**src/fsk_tx_map.svh**
```systemverilog
`ifndef FSK_TX_MAP_SVH
`define FSK_TX_MAP_SVH

// System clock and sample tick
`define FSK_CLK_HZ 50000000
`define FSK_TICK_HZ 1000000

// Tones in hertz
`define FSK_MARK_HZ 131250
`define FSK_SPACE_HZ 143750

// Wave lookup and phase position
`define FSK_TABLE_LEN 4096
`define FSK_WRAP_LIMIT 4095
`define FSK_INDEX_BITS 12
`define FSK_PHASE_INT_BITS 13
`define FSK_PHASE_FRAC 16

// Bit timing and packet frame
`define FSK_BIT_PERIOD_NS 5120000
`define FSK_PACKET_BITS 33
`define FSK_WORD_BITS 11
`define FSK_FRAME_BITS 209
`define FSK_CYCLE_BITS 8

// Code words, first chip in the top bit, 1 = mark
`define FSK_CODE_ONE 11'h0ED
`define FSK_CODE_ZERO 11'h712

// DAC sample words
`define FSK_SPI_BITS 10
`define FSK_SAMPLE_MID 10'h200
`define FSK_AMP_MAX 10'h1FF

// Sample buffers
`define FSK_BUF_DEPTH 16

`endif

```
**src/fsk_tx_pkg.sv**
```systemverilog
`include "fsk_tx_map.svh"

package fsk_tx_pkg;

  typedef logic [`FSK_SPI_BITS-1:0] sample_t;
  typedef logic [`FSK_CYCLE_BITS-1:0] cycle_t;
  typedef logic [`FSK_PHASE_INT_BITS+`FSK_PHASE_FRAC-1:0] phase_t;

  typedef enum logic {
    SHIFT_IDLE,
    SHIFT_RUN
  } shift_state_e;

endpackage

```
**src/dac_sample_shifter.sv**
```systemverilog
`include "fsk_tx_map.svh"

// Sends one DAC sample, top bit first; data changes on the falling clock edge
module dac_sample_shifter (
  // Clock and reset
  input wire logic clk_in,
  input wire logic rst_b_in,
  // Sample request
  input wire logic start_in,
  input wire fsk_tx_pkg::sample_t data_in,
  output logic busy_out,
  // Serial pins
  output logic sclk_out,
  output logic mosi_out,
  output logic cs_b_out
);
  import fsk_tx_pkg::*;

  localparam int WORD_BITS = `FSK_SPI_BITS;
  localparam int HALF_BITS = $clog2(2 * WORD_BITS);
  localparam logic [HALF_BITS-1:0] LAST_HALF = HALF_BITS'(2 * WORD_BITS - 1);

  shift_state_e state_q, state_d;
  logic [HALF_BITS-1:0] half_q, half_d;
  sample_t shift_q, shift_d;
  logic sclk_q, sclk_d;
  logic cs_b_q, cs_b_d;

  always_comb begin
    state_d = state_q;
    half_d = half_q;
    shift_d = shift_q;
    sclk_d = sclk_q;
    cs_b_d = cs_b_q;
    case (state_q)
      SHIFT_IDLE: begin
        if (start_in) begin
          state_d = SHIFT_RUN;
          shift_d = data_in;
          half_d = '0;
          cs_b_d = 1'b0;
        end
      end
      SHIFT_RUN: begin
        sclk_d = ~sclk_q;
        if (sclk_q) begin
          shift_d = {shift_q[WORD_BITS-2:0], 1'b0};
        end
        if (half_q == LAST_HALF) begin
          state_d = SHIFT_IDLE;
          sclk_d = 1'b0;
          cs_b_d = 1'b1;
        end else begin
          half_d = half_q + 1'b1;
        end
      end
      default: begin
        state_d = SHIFT_IDLE;
        cs_b_d = 1'b1;
        sclk_d = 1'b0;
      end
    endcase
  end

  always_ff @(posedge clk_in or negedge rst_b_in) begin
    if (!rst_b_in) begin
      state_q <= SHIFT_IDLE;
      half_q <= '0;
      shift_q <= '0;
      sclk_q <= 1'b0;
      cs_b_q <= 1'b1;
    end else begin
      state_q <= state_d;
      half_q <= half_d;
      shift_q <= shift_d;
      sclk_q <= sclk_d;
      cs_b_q <= cs_b_d;
    end
  end

  assign busy_out = (state_q != SHIFT_IDLE);
  assign sclk_out = sclk_q;
  assign mosi_out = shift_q[WORD_BITS-1];
  assign cs_b_out = cs_b_q;

endmodule

```
**src/fsk_dac_tone_transmitter.sv**
```systemverilog
// What this block does
// - Tones built from sine samples sent over SPI
// - Sample tick fixed at exactly one megahertz
// - Increment is table length over ticks per period
// - Truncate phase to index, send that entry
// - Add increment; above 4095 subtract 4095
// - Tick moves one buffered sample to SPI
// - Buffer end: completion event, swap, refill old
// - Bit timer counts cycles; 33-bit packet
// - Each bit selects mark or space increment
// - After 33 bits, stop samples, stay quiet
// - At 209 cycles restart counter and packet
// - All-ones packet default; zero selects all-zeros
// - Set transmit and amplifier enables before sending
// - Drive DAC-select output high
// - SPI words are ten bits long
`include "fsk_tx_map.svh"

module fsk_dac_tone_transmitter #(
  parameter int unsigned BIT_PERIOD_CYCLES =
    int'(64'(`FSK_BIT_PERIOD_NS) * 64'(`FSK_CLK_HZ) / 64'd1000000000),
  parameter int unsigned BUF_DEPTH = `FSK_BUF_DEPTH
) (
  // Clock and reset
  input wire logic CLK_IN,
  input wire logic RST_B_IN,
  // Configuration
  input wire logic PACKET_SELECT_IN,
  // Front end control
  output logic TX_ENABLE_OUT,
  output logic POWER_AMP_ENABLE_OUT,
  output logic DAC_SELECT_OUT,
  // Serial sample link
  output logic SPI_SCLK_OUT,
  output logic SPI_MOSI_OUT,
  output logic SPI_CS_B_OUT,
  // Status
  output logic TX_ACTIVE_OUT,
  output logic CHIP_MARK_OUT,
  output fsk_tx_pkg::cycle_t CYCLE_COUNT_OUT,
  output logic ACTIVE_BUF_OUT,
  output logic BUF_DONE_OUT
);
  import fsk_tx_pkg::*;

  localparam int TICK_CYCLES = `FSK_CLK_HZ / `FSK_TICK_HZ;
  localparam int TICK_W = $clog2(TICK_CYCLES);
  localparam int BIT_W = $clog2(BIT_PERIOD_CYCLES);
  localparam int IDX_W = $clog2(BUF_DEPTH);
  localparam int PHASE_W = `FSK_PHASE_INT_BITS + `FSK_PHASE_FRAC;
  localparam phase_t INC_MARK = PHASE_W'(((64'(`FSK_TABLE_LEN) * 64'(`FSK_MARK_HZ))
    << `FSK_PHASE_FRAC) / 64'(`FSK_TICK_HZ));
  localparam phase_t INC_SPACE = PHASE_W'(((64'(`FSK_TABLE_LEN) * 64'(`FSK_SPACE_HZ))
    << `FSK_PHASE_FRAC) / 64'(`FSK_TICK_HZ));
  localparam phase_t WRAP = PHASE_W'(`FSK_WRAP_LIMIT) << `FSK_PHASE_FRAC;
  localparam logic [IDX_W-1:0] LAST_IDX = IDX_W'(BUF_DEPTH - 1);
  localparam logic [TICK_W-1:0] LAST_TICK = TICK_W'(TICK_CYCLES - 1);
  localparam logic [BIT_W-1:0] LAST_BIT = BIT_W'(BIT_PERIOD_CYCLES - 1);

  generate
    if (BUF_DEPTH < 2 || (BUF_DEPTH & (BUF_DEPTH - 1)) != 0) begin : g_bad_depth
      $error("BUF_DEPTH must be a power of two of at least 2");
    end
    if (BIT_PERIOD_CYCLES < 2 * TICK_CYCLES) begin : g_bad_period
      $error("BIT_PERIOD_CYCLES must span at least two sample ticks");
    end
    if (2 * `FSK_SPI_BITS + 2 > TICK_CYCLES) begin : g_bad_tick
      $error("A sample word must finish within one tick");
    end
    if (`FSK_FRAME_BITS > (1 << `FSK_CYCLE_BITS)) begin : g_bad_frame
      $error("Cycle counter too narrow for the frame");
    end
    if (`FSK_INDEX_BITS != `FSK_PHASE_INT_BITS - 1) begin : g_bad_index
      $error("Table index must be the phase integer part less its carry bit");
    end
  endgenerate

  // Approximate sine on 4096 points, centred on mid scale
  function automatic sample_t wave_lookup(input logic [`FSK_INDEX_BITS-1:0] index);
    logic [10:0] pos;
    logic [21:0] prod;
    logic [10:0] amp;
    sample_t mag;
    pos = index[10:0];
    prod = 22'(pos) * (22'd2048 - 22'(pos));
    amp = prod[21:11];
    mag = (amp > 11'(`FSK_AMP_MAX)) ? `FSK_AMP_MAX : sample_t'(amp);
    if (index[11]) begin
      wave_lookup = `FSK_SAMPLE_MID - mag;
    end else begin
      wave_lookup = `FSK_SAMPLE_MID + mag;
    end
  endfunction

  // Chip of the packet at a bit cycle; 1 means mark
  function automatic logic packet_chip(input logic sel, input cycle_t cyc);
    cycle_t pos;
    logic [`FSK_WORD_BITS-1:0] word;
    pos = cyc;
    if (pos >= cycle_t'(2 * `FSK_WORD_BITS)) begin
      pos = pos - cycle_t'(2 * `FSK_WORD_BITS);
    end else if (pos >= cycle_t'(`FSK_WORD_BITS)) begin
      pos = pos - cycle_t'(`FSK_WORD_BITS);
    end
    word = sel ? `FSK_CODE_ONE : `FSK_CODE_ZERO;
    // Quiet cycles read as space so the status pin never shows unknown
    packet_chip = 1'b0;
    if (cyc < cycle_t'(`FSK_PACKET_BITS)) begin
      packet_chip = word[`FSK_WORD_BITS - 1 - int'(pos)];
    end
  endfunction

  // True at the final entry of a bank
  function automatic logic last_entry(input logic [IDX_W-1:0] idx);
    last_entry = (idx == LAST_IDX);
  endfunction

  // Setup and timing state
  logic enable_q, enable_d;
  logic run_q, run_d;
  logic [TICK_W-1:0] tick_cnt_q, tick_cnt_d;
  logic [BIT_W-1:0] bit_cnt_q, bit_cnt_d;
  cycle_t cycle_q, cycle_d;
  logic tick;
  logic bit_end;
  logic packet_end;
  logic in_packet;
  logic chip_mark;

  always_comb begin
    enable_d = 1'b1;
    run_d = enable_q;
    // Both timers start together, so every bit edge lands on a tick
    tick = run_q && (tick_cnt_q == LAST_TICK);
    bit_end = run_q && (bit_cnt_q == LAST_BIT);
    // The tick that closes the packet would start a word inside the quiet gap
    packet_end = bit_end && (cycle_q == cycle_t'(`FSK_PACKET_BITS - 1));
    tick_cnt_d = tick_cnt_q;
    bit_cnt_d = bit_cnt_q;
    cycle_d = cycle_q;
    if (run_q) begin
      tick_cnt_d = tick ? '0 : tick_cnt_q + 1'b1;
      bit_cnt_d = bit_end ? '0 : bit_cnt_q + 1'b1;
    end
    if (bit_end) begin
      if (cycle_q == cycle_t'(`FSK_FRAME_BITS - 1)) begin
        cycle_d = '0;
      end else begin
        cycle_d = cycle_q + 1'b1;
      end
    end
    in_packet = run_q && (cycle_q < cycle_t'(`FSK_PACKET_BITS));
    chip_mark = packet_chip(PACKET_SELECT_IN, cycle_q);
  end

  always_ff @(posedge CLK_IN or negedge RST_B_IN) begin
    if (!RST_B_IN) begin
      enable_q <= 1'b0;
      run_q <= 1'b0;
      tick_cnt_q <= '0;
      bit_cnt_q <= '0;
      cycle_q <= '0;
    end else begin
      enable_q <= enable_d;
      run_q <= run_d;
      tick_cnt_q <= tick_cnt_d;
      bit_cnt_q <= bit_cnt_d;
      cycle_q <= cycle_d;
    end
  end

  // Sample stream state
  phase_t phase_q, phase_d;
  sample_t buf_q [2][BUF_DEPTH];
  sample_t buf_d [2][BUF_DEPTH];
  logic [1:0] valid_q, valid_d;
  logic filling_q, filling_d;
  logic fill_bank_q, fill_bank_d;
  logic [IDX_W-1:0] fill_idx_q, fill_idx_d;
  logic active_q, active_d;
  logic [IDX_W-1:0] rd_idx_q, rd_idx_d;
  sample_t hold_q, hold_d;
  logic done_q, done_d;
  logic send;
  logic spi_busy;
  phase_t phase_increment;
  phase_t phase_sum;

  always_comb begin
    phase_d = phase_q;
    buf_d = buf_q;
    valid_d = valid_q;
    filling_d = filling_q;
    fill_bank_d = fill_bank_q;
    fill_idx_d = fill_idx_q;
    active_d = active_q;
    rd_idx_d = rd_idx_q;
    hold_d = hold_q;
    done_d = 1'b0;
    send = 1'b0;
    phase_increment = chip_mark ? INC_MARK : INC_SPACE;
    phase_sum = phase_q + phase_increment;
    if (!in_packet) begin
      // Quiet: everything parked so the next packet starts clean
      phase_d = '0;
      valid_d = '0;
      filling_d = 1'b0;
      fill_idx_d = '0;
      active_d = 1'b0;
      rd_idx_d = '0;
    end else begin
      // Mover: one sample per tick from the active bank
      if (tick && !packet_end && valid_q[active_q] && !spi_busy) begin
        hold_d = buf_q[active_q][rd_idx_q];
        send = 1'b1;
        rd_idx_d = rd_idx_q + 1'b1;
        if (last_entry(rd_idx_q)) begin
          valid_d[active_q] = 1'b0;
          active_d = ~active_q;
          done_d = 1'b1;
        end
      end
      // Filler: one table entry per clock into an empty bank
      if (filling_q) begin
        buf_d[fill_bank_q][fill_idx_q] =
          wave_lookup(phase_q[PHASE_W-2 -: `FSK_INDEX_BITS]);
        phase_d = (phase_sum > WRAP) ? phase_sum - WRAP : phase_sum;
        fill_idx_d = fill_idx_q + 1'b1;
        if (last_entry(fill_idx_q)) begin
          // Written after the mover's clear, so a set wins
          valid_d[fill_bank_q] = 1'b1;
          filling_d = 1'b0;
        end
      end else if (!valid_q[active_q]) begin
        filling_d = 1'b1;
        fill_bank_d = active_q;
        fill_idx_d = '0;
      end else if (!valid_q[~active_q]) begin
        filling_d = 1'b1;
        fill_bank_d = ~active_q;
        fill_idx_d = '0;
      end
    end
  end

  always_ff @(posedge CLK_IN or negedge RST_B_IN) begin
    if (!RST_B_IN) begin
      phase_q <= '0;
      buf_q <= '{default: '0};
      valid_q <= '0;
      filling_q <= 1'b0;
      fill_bank_q <= 1'b0;
      fill_idx_q <= '0;
      active_q <= 1'b0;
      rd_idx_q <= '0;
      hold_q <= '0;
      done_q <= 1'b0;
    end else begin
      phase_q <= phase_d;
      buf_q <= buf_d;
      valid_q <= valid_d;
      filling_q <= filling_d;
      fill_bank_q <= fill_bank_d;
      fill_idx_q <= fill_idx_d;
      active_q <= active_d;
      rd_idx_q <= rd_idx_d;
      hold_q <= hold_d;
      done_q <= done_d;
    end
  end

  // Holding register feeds the ten-bit shifter one cycle after the tick
  logic send_q;

  always_ff @(posedge CLK_IN or negedge RST_B_IN) begin
    if (!RST_B_IN) begin
      send_q <= 1'b0;
    end else begin
      send_q <= send;
    end
  end

  dac_sample_shifter u_shifter (
    .clk_in(CLK_IN),
    .rst_b_in(RST_B_IN),
    .start_in(send_q),
    .data_in(hold_q),
    .busy_out(spi_busy),
    .sclk_out(SPI_SCLK_OUT),
    .mosi_out(SPI_MOSI_OUT),
    .cs_b_out(SPI_CS_B_OUT)
  );

  assign TX_ENABLE_OUT = enable_q;
  assign POWER_AMP_ENABLE_OUT = enable_q;
  assign DAC_SELECT_OUT = enable_q;
  assign TX_ACTIVE_OUT = in_packet;
  assign CHIP_MARK_OUT = chip_mark;
  assign CYCLE_COUNT_OUT = cycle_q;
  assign ACTIVE_BUF_OUT = active_q;
  assign BUF_DONE_OUT = done_q;

endmodule

```
**config.mk**
```make
export PLATFORM = sky130hd
export DESIGN_NAME = fsk_dac_tone_transmitter
export DESIGN_NICKNAME = d
export VERILOG_FILES = /design/src/fsk_tx_pkg.sv /design/src/dac_sample_shifter.sv /design/src/fsk_dac_tone_transmitter.sv
export VERILOG_INCLUDE_DIRS = /design/src /design/src/src
export SDC_FILE = /design/constraint.sdc
export NUM_CORES = 1
export LEC_CHECK = 0
export BUFFER_PORTS_ARGS = -buffer_cell sky130_fd_sc_hd__buf_2
export CORE_AREA = 5 5 222 245
export CTS_CLUSTER_SIZE = 20
export DETAILED_ROUTE_END_ITERATION = 8
export DIE_AREA = 0 0 227 250
export HOLD_SLACK_MARGIN = 0.03
export SLEW_MARGIN = 20
export SYNTH_ARGS = -nofsm -noshare
export SYNTH_HDL_FRONTEND = slang
export SYNTH_SLANG_ARGS = --single-unit
export TNS_END_PERCENT = 20
```
**constraint.sdc**
```tcl
create_clock -name CLK_IN -period 8.45 [get_ports CLK_IN]
set_clock_uncertainty 0.2 [all_clocks]
set_input_delay 0.845 -clock CLK_IN [delete_from_list [all_inputs] [get_ports CLK_IN]]
set_output_delay 0.845 -clock CLK_IN [all_outputs]
set_load 0.005 [all_outputs]
```
-- Yosys cells after proc, flatten, opt, wreduce, memory -nomap -nowiden
Index checks and enable logic that the tools add are counted.
W data, S select, Z words.
- $add $sub $neg: 14
- multipliers: 1
- order comparisons: 17
- equality and inequality tests: 16
- mux-type cells: 77
- bitwise logic cells: 11
- reduce and logical (&&, ||, !) cells: 20
- operator list (kind ; number):
    $mux W160 ; 4
    $bwmux W320 ; 1
    $demux W160 S1 ; 1
    $mux W10 ; 9
    $mux W29 ; 3
    $bmux W10 S4 ; 1
    $demux W10 S4 ; 1
    $add A29 B26 Y29 ; 1
    $gt A29 B28 Y1 const B ; 1
    $mux W1 ; 29
    $sub A29 B28 Y29 const B ; 1
    $mux W4 ; 6
    $mux W8 ; 3
    $mux W23 ; 1
    $mul A12 B13 Y22 ; 1
    $pmux W10 S2 ; 1
    $add A18 B1 Y18 const B ; 1
    $eq A18 B18 Y1 const B ; 1
    $mux W18 ; 1
    $sub A12 B11 Y13 const A ; 1
    $mux W2 ; 6
    $reduce_and A2 Y1 ; 6
    $gt A11 B9 Y1 const B ; 1
    $logic_and A1 B1 Y1 ; 11
    other kinds (42) ; 64
- bits in registers: 426
- input bits: 3
- logic and storage cells: 208

-- Depth between registers and ports, before layout
Gate-level depths: netlist of the first run.
- depth in word-level cells: 14
- depth in mapped cells: 29
- mapped depth without buffers: 27

-- Cells and area by module
From an unflattened synthesis of the first run, not the netlist that was laid out.
- cell total of the unflattened synthesis: 2556
- area total of the unflattened synthesis: 25499.5 um2
- modules (own cells, without submodules) (module ; times used ; cells an instance ; area each (um2) ; sequential area each (um2)):
    fsk_dac_tone_transmitter ; 1 ; 2474 ; 24627.4 ; 10209.8
    dac_sample_shifter ; 1 ; 82 ; 872.1 ; 451.7

-- Worst setup path before layout of the first run
No wires, ideal clock.
- path type: flip-flop to flip-flop
- start point: reg phase_q[17]
- end point: reg buf_q[211] (netlist name)
- arrival: 7.406 ns
- data required time: 8.108 ns
- setup slack: 0.701 ns
- cell stages (with the launch flop): 29
- path buffers: 2
- period minus slack after synthesis: 7.749 ns
- cells stage by stage: dfrtp_1 > clkbuf_1 > inv_1 > ha_1 > nor3b_1 > nor3b_1 > nor3b_1 > nor3b_1 > ha_1 > nand2b_1 > fa_1 > inv_1 > fa_1 > fa_1 > fa_1 > inv_1 > fa_1 > inv_1 > ha_1 > and3_1 > a221oi_1 > o21ai_0 > a21o_1 > a311oi_1 > and3_1 > mux2i_1 > o31ai_1 > buf_2 > mux2i_1
- longest elaborated chain between the ends: 9
- ends and longest elaborated chain (element ; line ; RTL):
    start, declared ; fsk_dac_tone_transmitter.sv:173 ; phase_t phase_q, phase_d;
    start signal, assigned ; fsk_dac_tone_transmitter.sv:259 ; phase_q <= phase_d;
    $sub A12 B11 Y13 ; fsk_dac_tone_transmitter.sv:85 ; prod = 22'(pos) * (22'd2048 - 22'(pos));
    $mul A12 B13 Y22 (*) ; fsk_dac_tone_transmitter.sv:85 ;
    $gt A11 B9 Y1 ; fsk_dac_tone_transmitter.sv:87 ; mag = (amp > 11'(`FSK_AMP_MAX)) ? `FSK_AMP_MAX : sample_t'(amp);
    $mux W10 (*) ; fsk_dac_tone_transmitter.sv:87 ;
    $add A10 B10 Y10 (no source line) or $sub A10 B10 Y10 (tied branches) ; - ;
    $mux W10 (*) ; fsk_dac_tone_transmitter.sv:88 ; if (index[11]) begin
    $mux W10 (*) ; fsk_dac_tone_transmitter.sv:224 ; if (filling_q) begin
    $mux W10 (*) ; fsk_dac_tone_transmitter.sv:203 ; if (!in_packet) begin
    $bwmux W320 (*) ; fsk_dac_tone_transmitter.sv:225 ; buf_d[fill_bank_q][fill_idx_q] =
    end signal, assigned ; fsk_dac_tone_transmitter.sv:260 ; buf_q <= buf_d;
    end, declared ; fsk_dac_tone_transmitter.sv:174 ; sample_t buf_q [2][BUF_DEPTH];
Every way passes the cells marked *; elsewhere a longest branch is shown, timed or not. The select of a mux whose other input is x is not followed.
A chain may end at the register's enable or synchronous reset.

-- Final worst setup path of the first run
- start point: reg phase_q[17]
- end point: reg buf_q[17] (netlist name)
The elaborated chain is that of the path after synthesis.

==> results.toml, run 1 <==
[clock_tree]
cts_sinks = 426
clock_path_buffers = 3
numCtsBuffers = 46
clock_latency_ns = 0.58
cts-root-buf = "clkbuf_16"
clk_pin_slew_ns = 0.06
cts_tree = "built"
htree_levels = 2
hold_buffers = 0

[synthesis]
synth_top_family_by_area = "simple AND/OR/NAND/NOR gates"
yosys.area_share.simple_pct = 15.2
yosysTopAreaCellShare_pct = 41.8
synth-seq-cells = 426
synth-async-reset-ratio_pct = 100
synth_ff_type = "dfrtp_1"
synthMuxAreaShare_pct = 11.6
synth_enable_flop_cells = 0
synth_compound_area_share_pct = 12.2
syn_inst = 2519
yosysTopAreaCell = "dfrtp_1"
synth_xor_area_share_pct = 2.20
synthAdderAreaFrac_pct = 12.0
yosysSeqAreaShare_pct = 41.9
synth_area_leaders = "dfrtp_1, mux4_2, fa_1, a21oi_1, nor2_1"
yosysUniqueCellTypes = 93
synth.avg_cell_area_um2 = 10.1
yosysWarnings = 0
syn_area_um2 = 25500

[cells_and_area]
final_area_um2 = 28000
multi_input_area_um2 = 13800
drive_gt1_share_pct = 12.9
final_common_cell = "dfrtp_1"
fillers = 4606
nets = 2681
regArea_um2 = 10700
synthToLayoutAreaGrowth_pct = 10.1
diodes = 0
final_cell_mix = "dfrtp_1, nor2_1, a21oi_1"

[worst_setup_path]
cp-start-kind = "flop"
r2r_slack_ns = 0.45
worst-path-max-fanout = 32
critical-path-top-delay-family = "adder cells"
rr_worst_depth = 28
crit_slowest_cell = "fa_1"
cp_num_buf_inv = 6
cp_common_cell = "fa_1"
r2r_end = "buf_q[17]"
max_stage_delay_ns = 0.56
startpoint = "phase_q[17]"
reg2reg_from = "phase_q[17]"
critical_path_arrival_ns = 8.20
cp.required_ns = 8.65
crit_type = "reg2reg"
critPathCaptureType = "flop"

[placed_design]
io_buffers = 20
place_congestion = 0.872
dpl-instance-area_um2 = 26400
place_hpwl_um = 40800

[die]
start_util_pct = 49.1
dieArea_um2 = 56800
core-area_um2 = 51900
io_pins = 21
die_y_um = 250
rows = 88
die_w_um = 227

[timing]
relSlewSlack_pct = 21.6
setup_viol_count_final = 0
worst_hold_slack_ns = 0.0956
tightest_slew_ns = 1.18
rsz0062_at_grt = "false"
hold_violations = 0
post-route-period-util_pct = 94.7
fin_crit_ns = 8.00
max_freq_mhz = 125
slew_viol_final = 0

[status]
outcome = "finished clean"

[min_path]
hold_class = "in2async"

[power_and_ir_drop]
p_per_area_nw_per_um2 = 328
power_mw = 9.18
cellLeakagePower_nw = 11.4
vdd_drop_max_mv = 0.521

[route]
dr.pass1.iters = 5
drtIter0Drc = 1078
viasPerCell = 5.72
ant_nets = 0
drc = 0
wirelength_um = 60800
vias = 18261
wire_per_inst_um = 19.0

[run]
drv_cap = 0

[global_route]
grt_max_degree = 176
grt.overflow.total = 0
grt_pass1_vias = 18743
antenna_found_initial = 0
grtUsageTotal_pct = 21.9
grt_pass1_wl_um = 100000
-- worst register-to-register path, delay by kind of cell, from the launching register on --
family          cells  cell delay [ns]
flops               1             0.48
fa+ha+maj           8             3.35
buf+inv             6             0.67
compound gates      7             1.44
simple gates        7             1.69
-- synth_stat cells (all sizes together), types with 10 or more instances --
cell type  instances
mux2i             63
o21a              12
nor2             356
nand2            156
buf               39
fa                87
or3               16
dfrtp            425
a21oi            294
o31ai             11
a31oi             10
nand4             22
inv              158
nand3             38
nor3              24
xor2              35
nand2b            67
o21ai            125
clkbuf           122
a21o              15
ha               104
xnor2             28
a211oi            10
nor2b             43
mux4             101
and3              14
and2              22
-- cells by family (layout without fill, tap and decap cells) --
| logic type | count (synthesis) | after routing |
|---|---|---|
| multiplexers | 168 | 168 |
| buffers and inverters | 320 | 310 |
| XOR/XNOR | 63 | 63 |
| AO/OA/AOI/OAI | 537 | 537 |
| AND/OR/NAND/NOR | 812 | 812 |
| other | 2 | 11 |
| flip-flops | 426 | 426 |
| adder cells (fa/ha/maj) | 191 | 191 |
-- power by group --
| group | internal [mW] | switching [mW] |
|---|---|---|
| Sequential | 2.16 | 0.0960 |
| Combinational | 1.74 | 3.11 |
| Clock | 1.25 | 0.828 |
-- routing by layer --
| metal | routed length [µm] | vias up | share of wire (%) | GRT usage [%] |
|---|---|---|---|---|
| li1 | - | 8607 | - | - |
| met1 | 27000 | 9154 | 44 | 30.6 |
| met2 | 29500 | 401 | 48 | 36.1 |
| met3 | 2750 | 99 | 4.5 | 3.15 |
| met4 | 1550 | 0 | 2.5 | 5.69 |
| met5 | 0 | - | 0 | 0 |
-- sequential cells by signal (all words and copies together), names as in the netlist, 2 cells and up --
signal             flops
buf_q                320
phase_q               29
rd_idx_q               4
CYCLE_COUNT_OUT        8
fill_idx_q             4
u_shifter.shift_q     10
u_shifter.half_q       5
bit_cnt_q             18
tick_cnt_q             6
valid_q                2
hold_q                10
-- through the flow --
stage / setup TNS [ns] / std cells / util [%] / worst slack, ns
after CTS: 0 / 3192 / 53.8 / 0.0529
after detailed placement: -0.877 / 3113 / 50.8 / -0.0360
after global placement: -0.0690 / 3113 / 50.8 / -0.0179
after floorplan: 0 / 2528 / - / 0.701
after global routing: 0 / 3193 / 54.0 / 0.000907
final: 0 / 3193 / 54.0 / 0.451
-- how the worst max path moves through the flow --
stage                            end  slack [ns]  depth (start not counted)
after floorplan           buf_q[211]        0.70                         28
after global placement    buf_q[127]       -0.02                         26
after detailed placement   buf_q[17]       -0.04                         27
after CTS                 buf_q[131]        0.05                         27
after global routing      buf_q[138]      0.0009                         28
final                      buf_q[17]        0.45                         28
-- repair_timing --
action                     in CTS  in global routing
setup endpoints to repair     139                320
pin swaps                       0                  1
gates cloned                    0                  0
resized for setup               2                 19
setup buffers                   0                  1
-- cell type report --
type	count	area share [%]
Multi-Input combinational cell	1782	49.1
Sequential cell	426	38.1
Clock buffer	67	4.75
Tap cell	675	3.01
Timing Repair Buffer	72	2.17
Inverter	159	2.13
Clock inverter	12	0.750
Note: power is estimated with default switching activity, not from simulation.
==> run 2: changes to the inputs <==
--- a/config.mk
+++ b/config.mk
@@ -6,11 +6,12 @@
 export SDC_FILE = /design/constraint.sdc
 export NUM_CORES = 1
 export LEC_CHECK = 0
+export ABC_AREA = 1
 export BUFFER_PORTS_ARGS = -buffer_cell sky130_fd_sc_hd__buf_2
-export CORE_AREA = 5 5 222 245
+export CORE_AREA = 5 5 232 257
 export CTS_CLUSTER_SIZE = 20
 export DETAILED_ROUTE_END_ITERATION = 8
-export DIE_AREA = 0 0 227 250
+export DIE_AREA = 0 0 237 262
 export HOLD_SLACK_MARGIN = 0.03
 export SLEW_MARGIN = 20
 export SYNTH_ARGS = -nofsm -noshare
==> results.toml, run 2 <==
[clock_tree]
numCtsBuffers = 48
clk_pin_slew_ns = 0.06
clock_latency_ns = 0.60
cts_resized = 0
htree_levels = 2
postCtsSetupBuffers = 0
cts_tree = "built"
cts-root-buf = "clkbuf_16"
clock_path_buffers = 3
cts_sinks = 426
hold_buffers = 0

[global_route]
grt.overflow.total = 0
grt_pass1_wl_um = 137000
antenna_found_initial = 1
grt_pass1_vias = 24554
grtUsageTotal_pct = 27.4
grt_max_degree = 167

[synthesis]
synth_enable_flop_cells = 0
synth.avg_cell_area_um2 = 7.55
yosysUniqueCellTypes = 61
synth_area_leaders = "dfrtp_1, nand2_1, fa_1, nand3_1, nor2_1"
yosysSeqAreaShare_pct = 38.0
yosysWarnings = 0
syn_inst = 3717
synth-async-reset-ratio_pct = 100
yosysTopAreaCell = "dfrtp_1"
synthMostInstantiatedCell = "nand2_1"
yosys-top-cells-count = "nand2_1, dfrtp_1, nor2_1"
yosysTopAreaCellShare_pct = 37.9
synth_ff_type = "dfrtp_1"
syn_area_um2 = 28100
synth-seq-cells = 426

[timing]
tightest_slew_ns = 0.992
setup_viol_count_final = 0
final.setup.tns_ns = 0
max_freq_mhz = 129
fin_crit_ns = 7.77
relSlewSlack_pct = 33.9
rsz0062_at_grt = "false"
layout_setup_ws_ns = 0.675
hold_violations = 0
worst_hold_slack_ns = 0.116
post-route-period-util_pct = 92.0
slew_viol_final = 0

[die]
die_y_um = 262
start_util_pct = 49.5
rows = 92
io_pins = 21
die_w_um = 237
dieArea_um2 = 62100
core-area_um2 = 56700

[worst_setup_path]
cp.required_ns = 8.78
r2r_end = "buf_q[44]"
cp_common_cell = "nand2_1"
startpoint = "phase_q[19]"
cp_num_buf_inv = 5
critical_path_arrival_ns = 8.11
critical-path-top-delay-family = "adder cells"
worst-path-max-fanout = 17
crit_type = "reg2reg"
crit_slowest_cell = "o21bai_2"
rr_worst_depth = 31
max_stage_delay_ns = 0.75
cp-start-kind = "flop"
r2r_slack_ns = 0.68
critPathCaptureType = "flop"
reg2reg_from = "phase_q[19]"

[cells_and_area]
fin_util_pct = 53.0
nets = 3838
final_cell_mix = "nand2_1, dfrtp_1, nor2_1"
largestRegisters = "buf_q (320), phase_q (29), bit_cnt_q (18)"
final_common_cell = "nand2_1"
drive_gt1_share_pct = 8.04
instances_no_fill = 4435
largest-register = "buf_q"
diodes = 0
synthToLayoutAreaGrowth_pct = 7.13
largest_register_ffs = 320
final_area_um2 = 30100

[power_and_ir_drop]
p_sw_share_pct = 42.2
cellLeakagePower_nw = 14.4
switchingPower_mw = 2.97
p_seq_share_pct = 31.7
power_mw = 7.05
vdd_drop_max_mv = 0.228
p_clk_share_pct = 29.9
p_per_area_nw_per_um2 = 234
p_int_mw = 4.07
pwr-share-comb_pct = 38.4

[route]
wirelength_um = 86400
dr.pass1.iters = 8
wire_per_inst_um = 19.5
viasPerCell = 5.65
ant_nets = 0
vias = 25046
drtIter0Drc = 2426
drc = 0

[placed_design]
pre_cts_ws_ns = 0.766
io_buffers = 20
dp_cells = 4346
place_congestion = 0.925
dpl-instance-area_um2 = 28500
place_hpwl_um = 59000

[run]
drv_cap = 0

[status]
outcome = "finished clean"

[min_path]
hold_class = "in2async"
[run 2: cell count changes in the layout (fill, tap and decap cells not counted), sizes merged, moves of 40 or more]
cell | before | now
a21oi | 294 | 52
nand2b | 67 | 0
mux4 | 101 | 0
o22ai | 2 | 50
nand2 | 156 | 1161
mux2i | 63 | 0
nand3 | 38 | 331
o21ai | 125 | 311
o221ai | 0 | 40
nor2b | 43 | 0
inv | 161 | 388
[run 2: cell families (layout without fill, tap and decap cells)]
family                     count (synthesis)  count (layout)  synth area share [%]
muxes                                      1               1                0.0401
and+or+nand+nor                         1993            1993                  31.0
other                                      2              11                0.0268
buffers and inverters                    578             535                  8.78
adders and majority gates                191             191                  10.8
xor gates and xnor gates                  26              26                 0.811
AOI/OAI and AO/OA                        500             500                  10.5
DFF                                      426             426                  38.0
[run 2: power groups by stage]
stage	sequential (mW)	clock, mW	combinational [mW]
5_1_grt	2.25	2.24	2.96
2_1_floorplan	2.24	0	1.83
3_3_place_gp	2.26	0	2.65
4_1_cts	2.23	2.15	2.69
6_report	2.23	2.11	2.70
3_5_place_dp	2.27	0	2.68
[run 2: worst max path at each step]
stage / to / slack [ns] / cells after the start
6_report: buf_q[44] / 0.68 / 31
2_1_floorplan: buf_q[185] / 1.87 / 36
3_3_place_gp: buf_q[277] / 0.91 / 28
4_1_cts: buf_q[107] / 0.76 / 33
3_5_place_dp: buf_q[107] / 0.77 / 33
5_1_grt: buf_q[76] / 0.19 / 29
[run 2: worst reg2reg max path, delay by kind of cell (launching register included)]
family	cells	cell delay [ns]
compound gates	4	1.22
fa+ha+maj	7	3.31
buf+inv	5	0.70
flops	1	0.62
simple gates	15	1.70
[run 2: layout make-up]
type | instances | area [µm²]
Clock buffer | 73 | 1390
Timing Repair Buffer | 54 | 403
Fill cell | 5474 | 26700
Tap cell | 752 | 941
Clock inverter | 16 | 184
Multi-Input combinational cell | 2722 | 15000
Inverter | 392 | 1490
Sequential cell | 426 | 10700
[run 2: layer usage]
layer	wire length, µm	global-route usage [%]	up-vias
met1	35900	35.6	12177
li1	-	-	11827
met4	4100	11.8	2
met3	4870	3.72	206
met2	41500	46.4	834
met5	13	0	-
==> run 3: changes to the inputs <==
--- a/config.mk
+++ b/config.mk
@@ -6,12 +6,11 @@
 export SDC_FILE = /design/constraint.sdc
 export NUM_CORES = 1
 export LEC_CHECK = 0
-export ABC_AREA = 1
 export BUFFER_PORTS_ARGS = -buffer_cell sky130_fd_sc_hd__buf_2
-export CORE_AREA = 5 5 232 257
+export CORE_AREA = 5 5 222 245
 export CTS_CLUSTER_SIZE = 20
 export DETAILED_ROUTE_END_ITERATION = 8
-export DIE_AREA = 0 0 237 262
+export DIE_AREA = 0 0 227 250
 export HOLD_SLACK_MARGIN = 0.03
 export SLEW_MARGIN = 20
 export SYNTH_ARGS = -nofsm -noshare
==> constraint.sdc (replaced) <==
create_clock -name CLK_IN -period 8.2 [get_ports CLK_IN]
set_clock_uncertainty 0.2 [all_clocks]
set_input_delay 0.82 -clock CLK_IN [delete_from_list [all_inputs] [get_ports CLK_IN]]
set_output_delay 0.82 -clock CLK_IN [all_outputs]
set_load 0.005 [all_outputs]
==> results.toml, run 3 (same netlist as run 1, synthesis figures left out) <==
[worst_setup_path]
rr_worst_depth = 28
reg2reg_from = "phase_q[17]"
critPathCaptureType = "flop"
cp_num_buf_inv = 5
r2r_end = "buf_q[68]"
max_stage_delay_ns = 0.56
cp-start-kind = "flop"
worst-path-max-fanout = 16
crit_slowest_cell = "fa_1"
cp.required_ns = 8.43
r2r_slack_ns = 0.43
critical_path_arrival_ns = 8.01
critical-path-top-delay-family = "adder cells"
crit_type = "reg2reg"
cp_common_cell = "fa_1"

[clock_tree]
hold_buffers = 0
cts_sinks = 426
clock_path_buffers = 3
htree_levels = 2
cts_tree = "built"
cts-root-buf = "clkbuf_16"
clk_pin_slew_ns = 0.06
clock_latency_ns = 0.58
numCtsBuffers = 47

[cells_and_area]
synthToLayoutAreaGrowth_pct = 10.4
nets = 2693
regArea_um2 = 10700
largestRegisters = "buf_q (320), phase_q (29), bit_cnt_q (18)"
multi_input_area_um2 = 13800
final_common_cell = "dfrtp_1"
drive_gt1_share_pct = 13.6
largest_register_ffs = 320
largest-register = "buf_q"
instances_no_fill = 3210
fillers = 4550
diodes = 0
final_cell_mix = "dfrtp_1, nor2_1, a21oi_1"

[route]
ant_nets = 0
vias = 18150
viasPerCell = 5.65
wire_per_inst_um = 19.1
dr.pass1.iters = 5
drtIter0Drc = 1235
drc = 0
wirelength_um = 61400

[timing]
layout_setup_ws_ns = 0.426
setup_viol_count_final = 0
post-route-period-util_pct = 94.8
max_freq_mhz = 129
hold_violations = 0
slew_viol_final = 0
fin_crit_ns = 7.77
relSlewSlack_pct = 27.8
worst_hold_slack_ns = 0.0925
tightest_slew_ns = 1.08

[run]
drv_cap = 0

[global_route]
grt.overflow.total = 0
grt_pass1_wl_um = 101000
grt_max_degree = 184
antenna_found_initial = 0
grt_pass1_vias = 18432
grtUsageTotal_pct = 22.0

[power_and_ir_drop]
p_per_area_nw_per_um2 = 338
cellLeakagePower_nw = 11.4
vdd_drop_max_mv = 0.461
power_mw = 9.50

[placed_design]
place_congestion = 0.841
place_hpwl_um = 41100
pre_cts_ws_ns = 0.0584
io_buffers = 20
dp_cells = 3122

[die]
dieArea_um2 = 56800
io_pins = 21
start_util_pct = 49.1
die_w_um = 227
die_y_um = 250
rows = 88
core-area_um2 = 51900

[min_path]
hold_class = "in2async"

[status]
outcome = "finished clean"
==> run 3: cell types whose count changed in the layout (fill, tap and decap cells not counted), sizes merged, moves of 67 or more <==
| cell | change |
|---|---|
| inv | -230 |
| a21oi | +242 |
| nand2b | +67 |
| mux4 | +101 |
| nand2 | -1005 |
| o21ai | -186 |
| nand3 | -293 |
==> run 3: layout make-up <==
| class | count | area share, % |
|---|---|---|
| multi-input cells | 1782 | 49.0 |
| flip-flops and latches | 426 | 38.0 |
| clock buffers | 70 | 4.89 |
| well taps | 675 | 3.00 |
| repair buffers | 83 | 2.45 |
| inverters | 159 | 2.12 |
| clock inverters | 15 | 0.552 |
==> run 3: routing by layer <==
layer	vias to the layer above	track usage, %	routed length [µm]
li1	8638	-	-
met1	9055	31.0	27400
met2	361	35.8	29700
met3	96	3.88	2760
met4	0	5.35	1550
met5	-	0	0
==> run 3: power by group <==
part / switching [mW] / internal (mW)
sequential: 0.0933 / 2.22
combinational: 3.26 / 1.84
clock: 0.860 / 1.22
total: 4.21 / 5.29
==> run 3: worst max path at each step <==
stage                           start    endpoint  slack (ns)  cells past startpoint
final                     phase_q[17]   buf_q[68]        0.43                     28
after global routing      phase_q[17]    buf_q[8]      -0.007                     28
after CTS                 phase_q[16]  buf_q[125]        0.02                     28
after detailed placement  phase_q[17]  buf_q[135]        0.06                     27
after global placement    phase_q[16]  buf_q[136]        0.24                     28
after floorplan           phase_q[17]  buf_q[211]        0.45                     28
==> run 3: through the flow <==
| step | utilization [%] | area, µm² | TNS [ns] |
|---|---|---|---|
| floorplan | - | 25500 | 0 |
| global placement | 50.9 | 26400 | 0 |
| detailed placement | 50.9 | 26400 | 0 |
| CTS | 53.9 | 28000 | 0 |
| global route | 54.2 | 28100 | -0.00983 |
| finish | 54.2 | 28100 | 0 |
==> run 3: repair_timing <==
action / 4_1_cts / 5_1_grt
resized for setup: 0 / 24
endpoints found under the setup margin: 0 / 320
setup buffers: 0 / 2
